**src/core/rtc_defs.svh**
```systemverilog
// Purpose: Offsets, field positions, rollover values and divider taps of the RTC block
// Assumes: Byte addresses on an Avalon-MM slave with 32-bit data, registers in the low byte
// Notes:   Definitions only; included by bare name
`ifndef RTC_DEFS_SVH
`define RTC_DEFS_SVH

`define RTC_ADDR_W        5
`define RTC_OFS_SEC       5'h00
`define RTC_OFS_MIN       5'h04
`define RTC_OFS_HOUR      5'h08
`define RTC_OFS_WDAY      5'h0c
`define RTC_OFS_DATE      5'h10
`define RTC_OFS_PAGE      5'h14
`define RTC_OFS_CTRL      5'h18

`define RTC_PG_IRQ_EN     7
`define RTC_PG_ADJUST     4
`define RTC_PG_CNT_EN     3
`define RTC_PG_ALM_EN     2
`define RTC_PG_PAGE       0
`define RTC_PG_RD_MASK    8'h8d

`define RTC_CT_DIS_1HZ    7
`define RTC_CT_DIS_16HZ   6
`define RTC_CT_DIV_CLR    5
`define RTC_CT_ALM_CLR    4

`define RTC_SEC_TOP       8'h59
`define RTC_SEC_HALF      8'h30
`define RTC_MIN_TOP       8'h59
`define RTC_HOUR_TOP      8'h23
`define RTC_WDAY_TOP      8'h06
`define RTC_DATE_TOP      8'h31
`define RTC_ZERO          8'h00
`define RTC_DATE_BASE     8'h01

`define RTC_DIV_STAGES    15
`define RTC_16HZ_SHIFT    4

`endif

```
**src/core/rtc_pkg.sv**
```systemverilog
// Purpose: Types shared by the RTC core, its property checks and its bench
// Assumes: Numbers live in rtc_defs.svh
// Notes:   Bus request travels as one packed struct
package rtc_pkg;

  typedef struct packed {
    logic       read;
    logic       write;
    logic [4:0] address;
    logic [7:0] writedata;
  } rtc_av_req_s;

  typedef struct packed {
    logic [7:0] sec;
    logic [7:0] min;
    logic [7:0] hour;
    logic [7:0] wday;
    logic [7:0] date;
  } rtc_time_s;

  typedef struct packed {
    logic [7:0] min;
    logic [7:0] hour;
    logic [7:0] wday;
    logic [7:0] date;
  } rtc_alarm_s;

  typedef enum logic [3:0] {
    RTC_SRC_NONE  = 4'b0001,
    RTC_SRC_ALARM = 4'b0010,
    RTC_SRC_1HZ   = 4'b0100,
    RTC_SRC_16HZ  = 4'b1000
  } rtc_src_e;

endpackage

```
**src/core/rtc_prescale.sv**
```systemverilog
// Purpose: Binary divider from the 32,768 Hz source down to the one-second carry
// Assumes: tick_32k is synchronous to clk_sys and much slower than it
// Notes:   Not cleared by system reset; only the divider clear input empties it
`timescale 1ns/1ps
`include "rtc_defs.svh"
module rtc_prescale #(
  parameter int STAGES = `RTC_DIV_STAGES
) (
  input  wire logic clk_sys,
  input  wire logic tick_32k,
  input  wire logic div_clear,
  output logic      second_carry,
  output logic      wave_1hz,
  output logic      wave_16hz
);
  logic [STAGES-1:0] div_cnt;
  logic              tick_prev;
  logic              src_edge;

  if (STAGES < `RTC_16HZ_SHIFT + 2) begin : g_chk
    $error("rtc_prescale: STAGES too small for the 16Hz tap");
  end

  assign src_edge = tick_32k & ~tick_prev;

  always_ff @(posedge clk_sys) begin
    tick_prev <= tick_32k;
  end

  // Clear restarts at zero, so the top bit first rises after half a second
  always_ff @(posedge clk_sys) begin
    if (div_clear) begin
      div_cnt <= '0;
    end else if (src_edge) begin
      div_cnt <= div_cnt + 1'b1;
    end
  end

  // Seconds step on the rising top bit; the pin shows it inverted, so the
  // 1Hz falling edge and the count-up land on the same source tick
  always_ff @(posedge clk_sys) begin
    second_carry <= ~div_clear & src_edge & (div_cnt == {1'b0, {(STAGES-1){1'b1}}});
  end

  assign wave_1hz  = ~div_cnt[STAGES-1];
  assign wave_16hz = ~div_cnt[STAGES-1-`RTC_16HZ_SHIFT];
endmodule

```
**src/core/rtc_core.sv**
```systemverilog
// Purpose: RTC time counters, carry hold, alarm compare, alarm pin and irq pulse
// Assumes: Avalon-MM slave with waitrequest; tick_32k synchronous to clk_sys
// Notes:   Clock and alarm state survive rst; only bus, irq enable and irq pulse reset
// Behaviour
// - Time counters advance in the same source tick as the 1Hz interrupt.
// - One-second tick comes from a 15-stage divider on 32,768 Hz; software may clear it.
// - After divider clear the first count-up comes after half a second.
// - Count disabled holds one pending carry; re-enable applies it and resumes.
// - Disabled for a second or more loses the extra seconds.
// - The irq is a one-cycle pulse on a falling edge of the selected pin source.
// - System reset clears no clock or alarm register or counter.
// - With alarm enable set, a full match drives the pin low and raises the irq.
// - Alarm clear sets every alarm field to don't-care.
// - Writing an alarm field stores it and takes it out of don't-care.
// - Don't-care fields always match; an alarm irq needs irq enable and alarm enable.
// - No single field returns to don't-care; only a full alarm clear does.
// - Time writes settle within one 32 kHz cycle; software waits 31us before pin use.
// - Alarm off, 1Hz on, 16Hz off: 1Hz wave on the pin, irq on each fall.
// - Alarm off, 1Hz off, 16Hz on: 16Hz wave on the pin, irq on each fall.
`timescale 1ns/1ps
`include "rtc_defs.svh"
module rtc_core #(
  parameter int DIV_STAGES = `RTC_DIV_STAGES
) (
  input  wire logic                clk_sys,
  input  wire logic                rst,
  input  wire logic                tick_32k,
  input  wire rtc_pkg::rtc_av_req_s av_req,
  output logic                     av_waitrequest,
  output logic [31:0]              av_readdata,
  output logic                     alarm_pin_n,
  output logic                     rtc_irq
);
  import rtc_pkg::*;

  if (DIV_STAGES != `RTC_DIV_STAGES) begin : g_chk
    $error("rtc_core: the seconds tick needs the documented divider length");
  end

  // Page and control bits
  logic       rtc_irq_enable;
  logic       count_enable;
  logic       alarm_enable;
  logic       page_sel;
  logic       one_hz_disable;
  logic       sixteen_hz_disable;

  // Counters and alarm
  rtc_time_s  tm;
  rtc_time_s  next_tm;
  rtc_alarm_s alm;
  logic [3:0] alm_set;
  logic       carry_pending;
  logic       adjust_req;

  // Divider
  logic       second_carry;
  logic       wave_1hz;
  logic       wave_16hz;
  logic       div_clear;

  // Bus
  logic       req;
  logic       acc;
  logic       wr_acc;
  logic [7:0] wd;
  logic [4:0] ad;
  logic [7:0] rd_byte;

  // Alarm compare and pin
  logic       alarm_match;
  rtc_src_e   src_sel;
  logic       next_pin;
  logic       step_sec;

  function automatic logic [7:0] bcd_step(input logic [7:0] v,
                                          input logic [7:0] top,
                                          input logic [7:0] base);
    logic [7:0] r;
    r = v;
    if (v == top) begin
      r = base;
    end else if (v[3:0] == 4'h9) begin
      r = {v[7:4] + 4'h1, 4'h0};
    end else begin
      r = {v[7:4], v[3:0] + 4'h1};
    end
    return r;
  endfunction

  function automatic logic field_ok(input logic set, input logic [7:0] a,
                                    input logic [7:0] t);
    return ~set | (a == t);
  endfunction

  rtc_prescale #(
    .STAGES (DIV_STAGES)
  ) u_div (
    .clk_sys      (clk_sys),
    .tick_32k     (tick_32k),
    .div_clear    (div_clear),
    .second_carry (second_carry),
    .wave_1hz     (wave_1hz),
    .wave_16hz    (wave_16hz)
  );

  // Bus handshake: waitrequest drops one cycle after a request, the access
  // takes effect at the edge where it is low, then rises again
  assign req    = av_req.read | av_req.write;
  assign acc    = req & ~av_waitrequest;
  assign wr_acc = acc & av_req.write;
  assign wd     = av_req.writedata;
  assign ad     = av_req.address;

  always_ff @(posedge clk_sys) begin
    if (rst) begin
      av_waitrequest <= 1'b1;
    end else if (acc) begin
      av_waitrequest <= 1'b1;
    end else if (req) begin
      av_waitrequest <= 1'b0;
    end
  end

  always_comb begin
    rd_byte = 8'h00;
    if (ad == `RTC_OFS_SEC) begin
      rd_byte = page_sel ? 8'h00 : tm.sec;
    end else if (ad == `RTC_OFS_MIN) begin
      rd_byte = page_sel ? alm.min : tm.min;
    end else if (ad == `RTC_OFS_HOUR) begin
      rd_byte = page_sel ? alm.hour : tm.hour;
    end else if (ad == `RTC_OFS_WDAY) begin
      rd_byte = page_sel ? alm.wday : tm.wday;
    end else if (ad == `RTC_OFS_DATE) begin
      rd_byte = page_sel ? alm.date : tm.date;
    end else if (ad == `RTC_OFS_PAGE) begin
      rd_byte = {rtc_irq_enable, 3'h0, count_enable, alarm_enable, 1'b0, page_sel}
                & `RTC_PG_RD_MASK;
    end
  end

  // Read data is sampled while waitrequest is still high and stands through
  // the accepting edge
  always_ff @(posedge clk_sys) begin
    if (rst) begin
      av_readdata <= 32'h0000_0000;
    end else if (req & av_waitrequest) begin
      av_readdata <= av_req.read ? {24'h00_0000, rd_byte} : 32'h0000_0000;
    end
  end

  // Irq enable resets; the other page bits keep their value over rst
  always_ff @(posedge clk_sys) begin
    if (rst) begin
      rtc_irq_enable <= 1'b0;
    end else if (wr_acc && ad == `RTC_OFS_PAGE) begin
      rtc_irq_enable <= wd[`RTC_PG_IRQ_EN];
    end
  end

  always_ff @(posedge clk_sys) begin
    if (wr_acc && ad == `RTC_OFS_PAGE) begin
      count_enable <= wd[`RTC_PG_CNT_EN];
      alarm_enable <= wd[`RTC_PG_ALM_EN];
      page_sel     <= wd[`RTC_PG_PAGE];
    end
  end

  always_ff @(posedge clk_sys) begin
    adjust_req <= wr_acc && ad == `RTC_OFS_PAGE && wd[`RTC_PG_ADJUST]
                  && !wd[`RTC_PG_PAGE];
  end

  always_ff @(posedge clk_sys) begin
    if (wr_acc && ad == `RTC_OFS_CTRL) begin
      one_hz_disable     <= wd[`RTC_CT_DIS_1HZ];
      sixteen_hz_disable <= wd[`RTC_CT_DIS_16HZ];
    end
  end

  assign div_clear = wr_acc && ad == `RTC_OFS_CTRL && wd[`RTC_CT_DIV_CLR];

  // Carry hold: one bit, so a second held past the next carry is lost
  always_ff @(posedge clk_sys) begin
    if (count_enable) begin
      carry_pending <= 1'b0;
    end else if (second_carry) begin
      carry_pending <= 1'b1;
    end
  end

  assign step_sec = count_enable & (second_carry | carry_pending);

  always_comb begin
    next_tm = tm;
    if (adjust_req) begin
      next_tm.sec = `RTC_ZERO;
    end
    if (step_sec || (adjust_req && tm.sec >= `RTC_SEC_HALF)) begin
      if (step_sec) begin
        next_tm.sec = bcd_step(tm.sec, `RTC_SEC_TOP, `RTC_ZERO);
      end
      if (adjust_req || tm.sec == `RTC_SEC_TOP) begin
        next_tm.min = bcd_step(tm.min, `RTC_MIN_TOP, `RTC_ZERO);
        if (tm.min == `RTC_MIN_TOP) begin
          next_tm.hour = bcd_step(tm.hour, `RTC_HOUR_TOP, `RTC_ZERO);
          if (tm.hour == `RTC_HOUR_TOP) begin
            next_tm.wday = bcd_step(tm.wday, `RTC_WDAY_TOP, `RTC_ZERO);
            next_tm.date = bcd_step(tm.date, `RTC_DATE_TOP, `RTC_DATE_BASE);
          end
        end
      end
    end
    if (wr_acc && !page_sel) begin
      if (ad == `RTC_OFS_SEC) begin
        next_tm.sec = wd;
      end else if (ad == `RTC_OFS_MIN) begin
        next_tm.min = wd;
      end else if (ad == `RTC_OFS_HOUR) begin
        next_tm.hour = wd;
      end else if (ad == `RTC_OFS_WDAY) begin
        next_tm.wday = wd;
      end else if (ad == `RTC_OFS_DATE) begin
        next_tm.date = wd;
      end
    end
  end

  // Time counters ignore rst on purpose
  always_ff @(posedge clk_sys) begin
    tm <= next_tm;
  end

  // Alarm fields and their configured flags
  always_ff @(posedge clk_sys) begin
    if (wr_acc && ad == `RTC_OFS_CTRL && wd[`RTC_CT_ALM_CLR]) begin
      alm_set <= 4'h0;
    end else if (wr_acc && page_sel) begin
      if (ad == `RTC_OFS_MIN) begin
        alm.min    <= wd;
        alm_set[0] <= 1'b1;
      end else if (ad == `RTC_OFS_HOUR) begin
        alm.hour   <= wd;
        alm_set[1] <= 1'b1;
      end else if (ad == `RTC_OFS_WDAY) begin
        alm.wday   <= wd;
        alm_set[2] <= 1'b1;
      end else if (ad == `RTC_OFS_DATE) begin
        alm.date   <= wd;
        alm_set[3] <= 1'b1;
      end
    end
  end

  assign alarm_match = field_ok(alm_set[0], alm.min,  tm.min)
                     & field_ok(alm_set[1], alm.hour, tm.hour)
                     & field_ok(alm_set[2], alm.wday, tm.wday)
                     & field_ok(alm_set[3], alm.date, tm.date);

  always_comb begin
    if (alarm_enable) begin
      src_sel = RTC_SRC_ALARM;
    end else if (!one_hz_disable && sixteen_hz_disable) begin
      src_sel = RTC_SRC_1HZ;
    end else if (one_hz_disable && !sixteen_hz_disable) begin
      src_sel = RTC_SRC_16HZ;
    end else begin
      src_sel = RTC_SRC_NONE;
    end
  end

  always_comb begin
    case (src_sel)
      RTC_SRC_ALARM: next_pin = ~alarm_match;
      RTC_SRC_1HZ:   next_pin = wave_1hz;
      RTC_SRC_16HZ:  next_pin = wave_16hz;
      default:       next_pin = 1'b1;
    endcase
  end

  // Pin level is kept over rst like the rest of the clock state
  always_ff @(posedge clk_sys) begin
    alarm_pin_n <= next_pin;
  end

  // One pulse per falling pin edge, only with irq enable set
  always_ff @(posedge clk_sys) begin
    if (rst) begin
      rtc_irq <= 1'b0;
    end else begin
      rtc_irq <= rtc_irq_enable & alarm_pin_n & ~next_pin;
    end
  end
endmodule

```
**config.mk**
```make
export PLATFORM = sky130hd
export DESIGN_NAME = rtc_core
export DESIGN_NICKNAME = d
export VERILOG_FILES = /design/src/core/rtc_pkg.sv /design/src/core/rtc_prescale.sv /design/src/core/rtc_core.sv
export VERILOG_INCLUDE_DIRS = /design/src /design/src/core
export SDC_FILE = /design/constraint.sdc
export NUM_CORES = 1
export LEC_CHECK = 0
export BUFFER_PORTS_ARGS = -buffer_cell sky130_fd_sc_hd__buf_2
export CORE_MARGIN = 3
export CORE_UTILIZATION = 35
export DETAILED_ROUTE_END_ITERATION = 10
export HOLD_SLACK_MARGIN = 0.15
export SLEW_MARGIN = 15
export SYNTH_ARGS = -nofsm -noshare
export SYNTH_HDL_FRONTEND = slang
export SYNTH_SLANG_ARGS = --single-unit
export TNS_END_PERCENT = 50
```
**constraint.sdc**
```tcl
create_clock -name clk_sys -period 3.2 [get_ports clk_sys]
set_input_delay 0.48 -clock clk_sys [delete_from_list [all_inputs] [get_ports clk_sys]]
set_output_delay 0.48 -clock clk_sys [all_outputs]
set_load 0.02 [all_outputs]
```
# After elaboration in Yosys (flattened, before gate mapping)
# Index checks and enable logic that the tools add are counted.
# totals
in_bits	18
ff_bits	136
out_inout_bits	35
word_cells	166
# classes
eq_ne	24
mux	42
addsub	11
n_reduce_logical	27
n_lt_le_gt_ge	1
bitwise	33
# ops
cell	n
8-bit two-way mux	30
40-bit two-way mux	2
32-bit two-way mux	2
24-bit two-way mux	2
4-bit by 1-bit adder with 4-bit output, second input constant	10
8-bit == test	4
16-bit two-way mux	2
4-bit == test, second input constant	6
8-bit by 6-bit == test with 1-bit output, second input constant	2
8-bit by 7-bit == test with 1-bit output, second input constant	2
15-bit by 1-bit adder with 15-bit output, second input constant	1
15-bit by 14-bit == test with 1-bit output, second input constant	1
5-bit == test, second input constant	3
1-bit inverter	15
1-bit AND	12
4-bit two-way mux	3
1-bit logical AND	11
5-bit by 4-bit == test with 1-bit output, second input constant	2
5-bit AND reduction	2
8-bit by 3-bit == test with 1-bit output, second input constant	1
8-bit by 6-bit >= comparator with 1-bit output, second input constant	1
4-bit AND reduction	2
1-bit bitwise OR	6
3-bit AND reduction	2
10 further kinds	14

# Longest topological paths before layout
# depth
ltp_word	13
mapped_depth	9
ltp_nobuf	8

# Hierarchy
# Synthesis repeated with hierarchy kept, for this count alone.
# unflattened
cells_unflattened	682
area_unflattened_um2	6368.6
# modules_own_cells
mod	cells_per_inst	area_per_inst_um2	seq_area_each_um2	instances
rtc_core	602	5645.4	2272.2	1
rtc_prescale	80	723.2	340.3	1

# Least setup slack after synthesis
# Ideal clock, no wire load.
# synth_path
path_type	reg2reg
startpoint	register page_sel
endpoint	register alm[16] (netlist bit) (enable)
arrival_time_ps	2128
n_path_buf	2
path_slack_ps	674
required_time_ps	2802
setup_ps	398
stages_incl_launch_ff	5
cell_sequence	edfxtp_1 > clkbuf_1 > buf_1 > nand2_1 > nor4_1
# synth_between
elab_chain_cells	2
# synth_rtl
item	line	text
from (decl)	rtc_core.sv:44	logic page_sel;
from (signal assigned)	rtc_core.sv:166	page_sel <= wd[`RTC_PG_PAGE];
1-bit logical AND	rtc_core.sv:239	end else if (wr_acc && page_sel) begin
4-bit AND reduction (no source line)	-	
to (decl)	rtc_core.sv:51	rtc_alarm_s alm;
# Every way passes these cells.
# A chain may end at the register's enable or synchronous reset.

==> impl_results.md <==
* H-tree levels at 3
* Via density at approximately 5.3
* Flop2flop setup slack at 670 ps
* HP Start: tick_32k
* Crit. Startpoint: tm[21]$_DFF_P_
* Overall global routing resource usage at 17.0%
* Ys async rst share at 0%
* CTS buffer count at 9
* Slew Limit Fails at 0
* Total grt overflow at 0
* Initial Util at 35.9%
* Wire length per cell at roughly 18 microns
* RR Endpoint: tm[11]$_DFF_P_
* Routed via count at a little under 5000
* Gate Count Post-Synth at between 600 and 700
* Syn avg cell area at a little over 9 sq um
* Final Skew at around 12 ps
* Commonest non-fill, non-tap cell in the layout: nor2_1
* Final setup TNS at 0 ps
* DR iter-0 viols at between 400 and 500
* Worst r2r src: tm[21]$_DFF_P_
* CTS root buf: clkbuf_16
* Synth area leader: dfxtp_1
* PwrDens at approximately 470 nW/um^2
* CTS tree: built
* PortBufs at 28
* Crit path DAT at between 2000 and 3000 ps
* Critical path buffers and inverters at 0
* Sequential element share of the synthesized area at between 40% and 50%
* Worst EP required at between 3000 and 4000 ps
* Hold crit path type: primary input to flip-flop
* Synth top area share at between 20% and 30%
* P&R area growth vs syn at 8.84%
* Core area at ~17000 sq um
* FF-to-FF path depth at 7
* Largest net degree at the start of global routing at 37
* ANT cells at 0
* TritonRoute pass-1 iters at 5
* Crit path kind: flip-flop to flip-flop
* Routability cong. at ~0.92
* DRC at 0
* Commonest cells after routing, fill and taps aside: 89 x nor2_1, 75 x dfxtp_1, 61 x nand2_1, 40 x o21ai_0, 39 x xnor2_1
* ANT nets after route at 0
* CTS max path bufs at 2
* Peak VDD IR at roughly 0.27 mV
* Slowest stage delay, CP at roughly 480 ps
* # hold bufs at CTS at 0
* Slew @ Worst Pin at 733 ps
* Crit path to: tm[11]$_DFF_P_
* Max FO, Critical Path at 10
* Netlist Area Pre-Place at just over 6000 sq um
* Fmax at 395 MHz
* EDFF count, synth at 37
* FF+latch count, synth at about 110
* Final setup viols at 0
* Max-slew headroom at the worst pin at 50.5%
* CP max stage cell: or4b_4
* Period utilization at approximately 79%
* CTS sink count at between 100 and 150
* # rows at 48
* Cell depth of the worst setup path at 7
* DP Worst Slack at 717 ps
* Die height at ~140 microns
* Cell variety after synth at between 60 and 70
* WL final at approximately 16000 microns
* Finished Cell Area at 6780 sq um
* Critical Path End Type: flip-flop
* Floorplan die width at about 140 microns
* Cell breakdown of the critical path: ha_1 -> or4b_4 -> nor4_4 -> and3_1 -> nor2_1 -> a31o_2 -> a221o_1
* Tmin final at roughly 2500 ps
* CTS clk-pin slew, worst paths at 80 ps
* Latest clock arrival within the worst-skew pair at about 360 ps
* Synth top area cells: dfxtp_1 24%, edfxtp_1 18%, xnor2_1 5.5%, nor2_1 5.4%, ha_1 4.2%
* Final nets at 741
* Fraction of layout cells with a size suffix above 1 at about a tenth
* Syn. warnings at 0
* First-pass GRT wire length at between 20000 and 30000 microns
* Final hold vios at 0
* Max_cap viols at 0
* # IOs at 53
* Die area at 19400 sq um
* Initial antenna violation count at 0
* Post-DP Area at approximately 6500 sq um
* Setup slack after layout at approximately 670 ps
* Vias in the first global route at around 4600
* Status: completed
* HPWL after DPL at ~12000 microns
* Post-CTS Setup Inserts at 0
* CP delay by family, top: simple AND/OR/NAND/NOR gates
* Leakage at between 2 and 3 nW
* Startpoint Class: flip-flop
* Ys flop type: dfxtp_1
* RSZ-0062 raised after global routing: no
* PostCTS Resize Cnt at 0
worst register-to-register path, cell delays in order (launching register included):
cell and delay [ps]:
dfxtp_1 440, ha_1 170, or4b_4 480, nor4_4 260, and3_1 460, nor2_1 90
a31o_2 220, a221o_1 280
through the flow:
step / utilization (%) / hold WS, ps / instances / power, W
floorplan: - / 428 / 702 / 0.00197
global placement: 37.3 / 433 / 916 / 0.00206
detailed placement: 37.3 / 432 / 916 / 0.00207
CTS: 39.0 / 230 / 932 / 0.00320
global route: 39.0 / 236 / 932 / 0.00333
finish: 39.0 / 244 / 932 / 0.00318
area by class of cell:
cell class	instances	area [sq um]
fill	1716	10600
multi-input combinational	523	3310
sequential	112	2610
tap	225	282
clock buffer	12	268
timing repair buffer	37	208
inverter	19	71.3
clock inverter	4	26.3
cell usage after synthesis (3+ instances only):
cell,number
inv_1,19
xnor2_1,39
mux4_2,4
a31oi_1,11
or2_2,5
nor2_1,89
o21a_1,3
nor3_1,18
nand2_1,61
nor4_1,7
and3_1,6
o21ai_0,40
buf_1,4
a211oi_1,5
nand3b_1,4
dfxtp_1,75
or3_1,5
o211ai_1,3
a21oi_1,27
edfxtp_1,37
clkbuf_8,3
buf_4,24
nand3_1,20
o31a_1,4
and2_1,6
buf_2,3
mux2_2,3
a22oi_1,10
mux2i_1,26
nor2b_1,7
clkbuf_1,12
nand4_1,19
ha_1,21
xor2_1,11
o31ai_1,3
o22ai_1,6
worst min-delay path by stage:
| stage | end | slack, ps | cells after the start |
|---|---|---|---|
| 2_1_floorplan | rtc_irq$_SDFF_PP0_ | 430 | 2 |
| 3_3_place_gp | rtc_irq$_SDFF_PP0_ | 430 | 2 |
| 3_5_place_dp | rtc_irq$_SDFF_PP0_ | 430 | 2 |
| 4_1_cts | u_div.tick_prev$_DFF_P_ | 230 | 1 |
| 5_1_grt | u_div.tick_prev$_DFF_P_ | 240 | 1 |
| 6_report | u_div.tick_prev$_DFF_P_ | 240 | 1 |
sequential cells by signal, indices dropped and copies added (netlist names):
signal,count
adjust_req,1
av_waitrequest,1
page_sel,1
alm_set,4
alarm_enable,1
count_enable,1
tm,40
alarm_pin_n,1
av_readdata,8
rtc_irq,1
rtc_irq_enable,1
carry_pending,1
sixteen_hz_disable,1
alm,32
u_div.tick_prev,1
u_div.div_cnt,15
u_div.second_carry,1
one_hz_disable,1
kinds of logic after synthesis:
kind of cell / count (synthesis) / share of synthesized area [%]
compound gates: 126 / 12.6
xor+xnor: 50 / 7.04
fa+ha+maj: 21 / 4.22
buf+inv: 67 / 6.27
flops: 112 / 42.0
mux: 33 / 6.17
other cells: 1 / 0.0602
simple gates: 269 / 21.6
layer usage:
layer | wire, microns | global-route usage [%] | part of all wire, % | vias to the layer above
li1 | - | - | - | 2431
met1 | 7840 | 24.2 | 48 | 2379
met2 | 7460 | 26.9 | 46 | 126
met3 | 831 | 3.44 | 5.1 | 18
met4 | 193 | 3.81 | 1.2 | 0
met5 | 0 | 0 | 0 | -
power by group:
part           switching [W]  internal [W]  total (W)
combinational       0.000218      0.000157   0.000375
sequential          0.000111       0.00155    0.00167
clock               0.000537      0.000599    0.00114
total               0.000866       0.00231    0.00318
No activity file was read; power rests on OpenSTA's default activity.
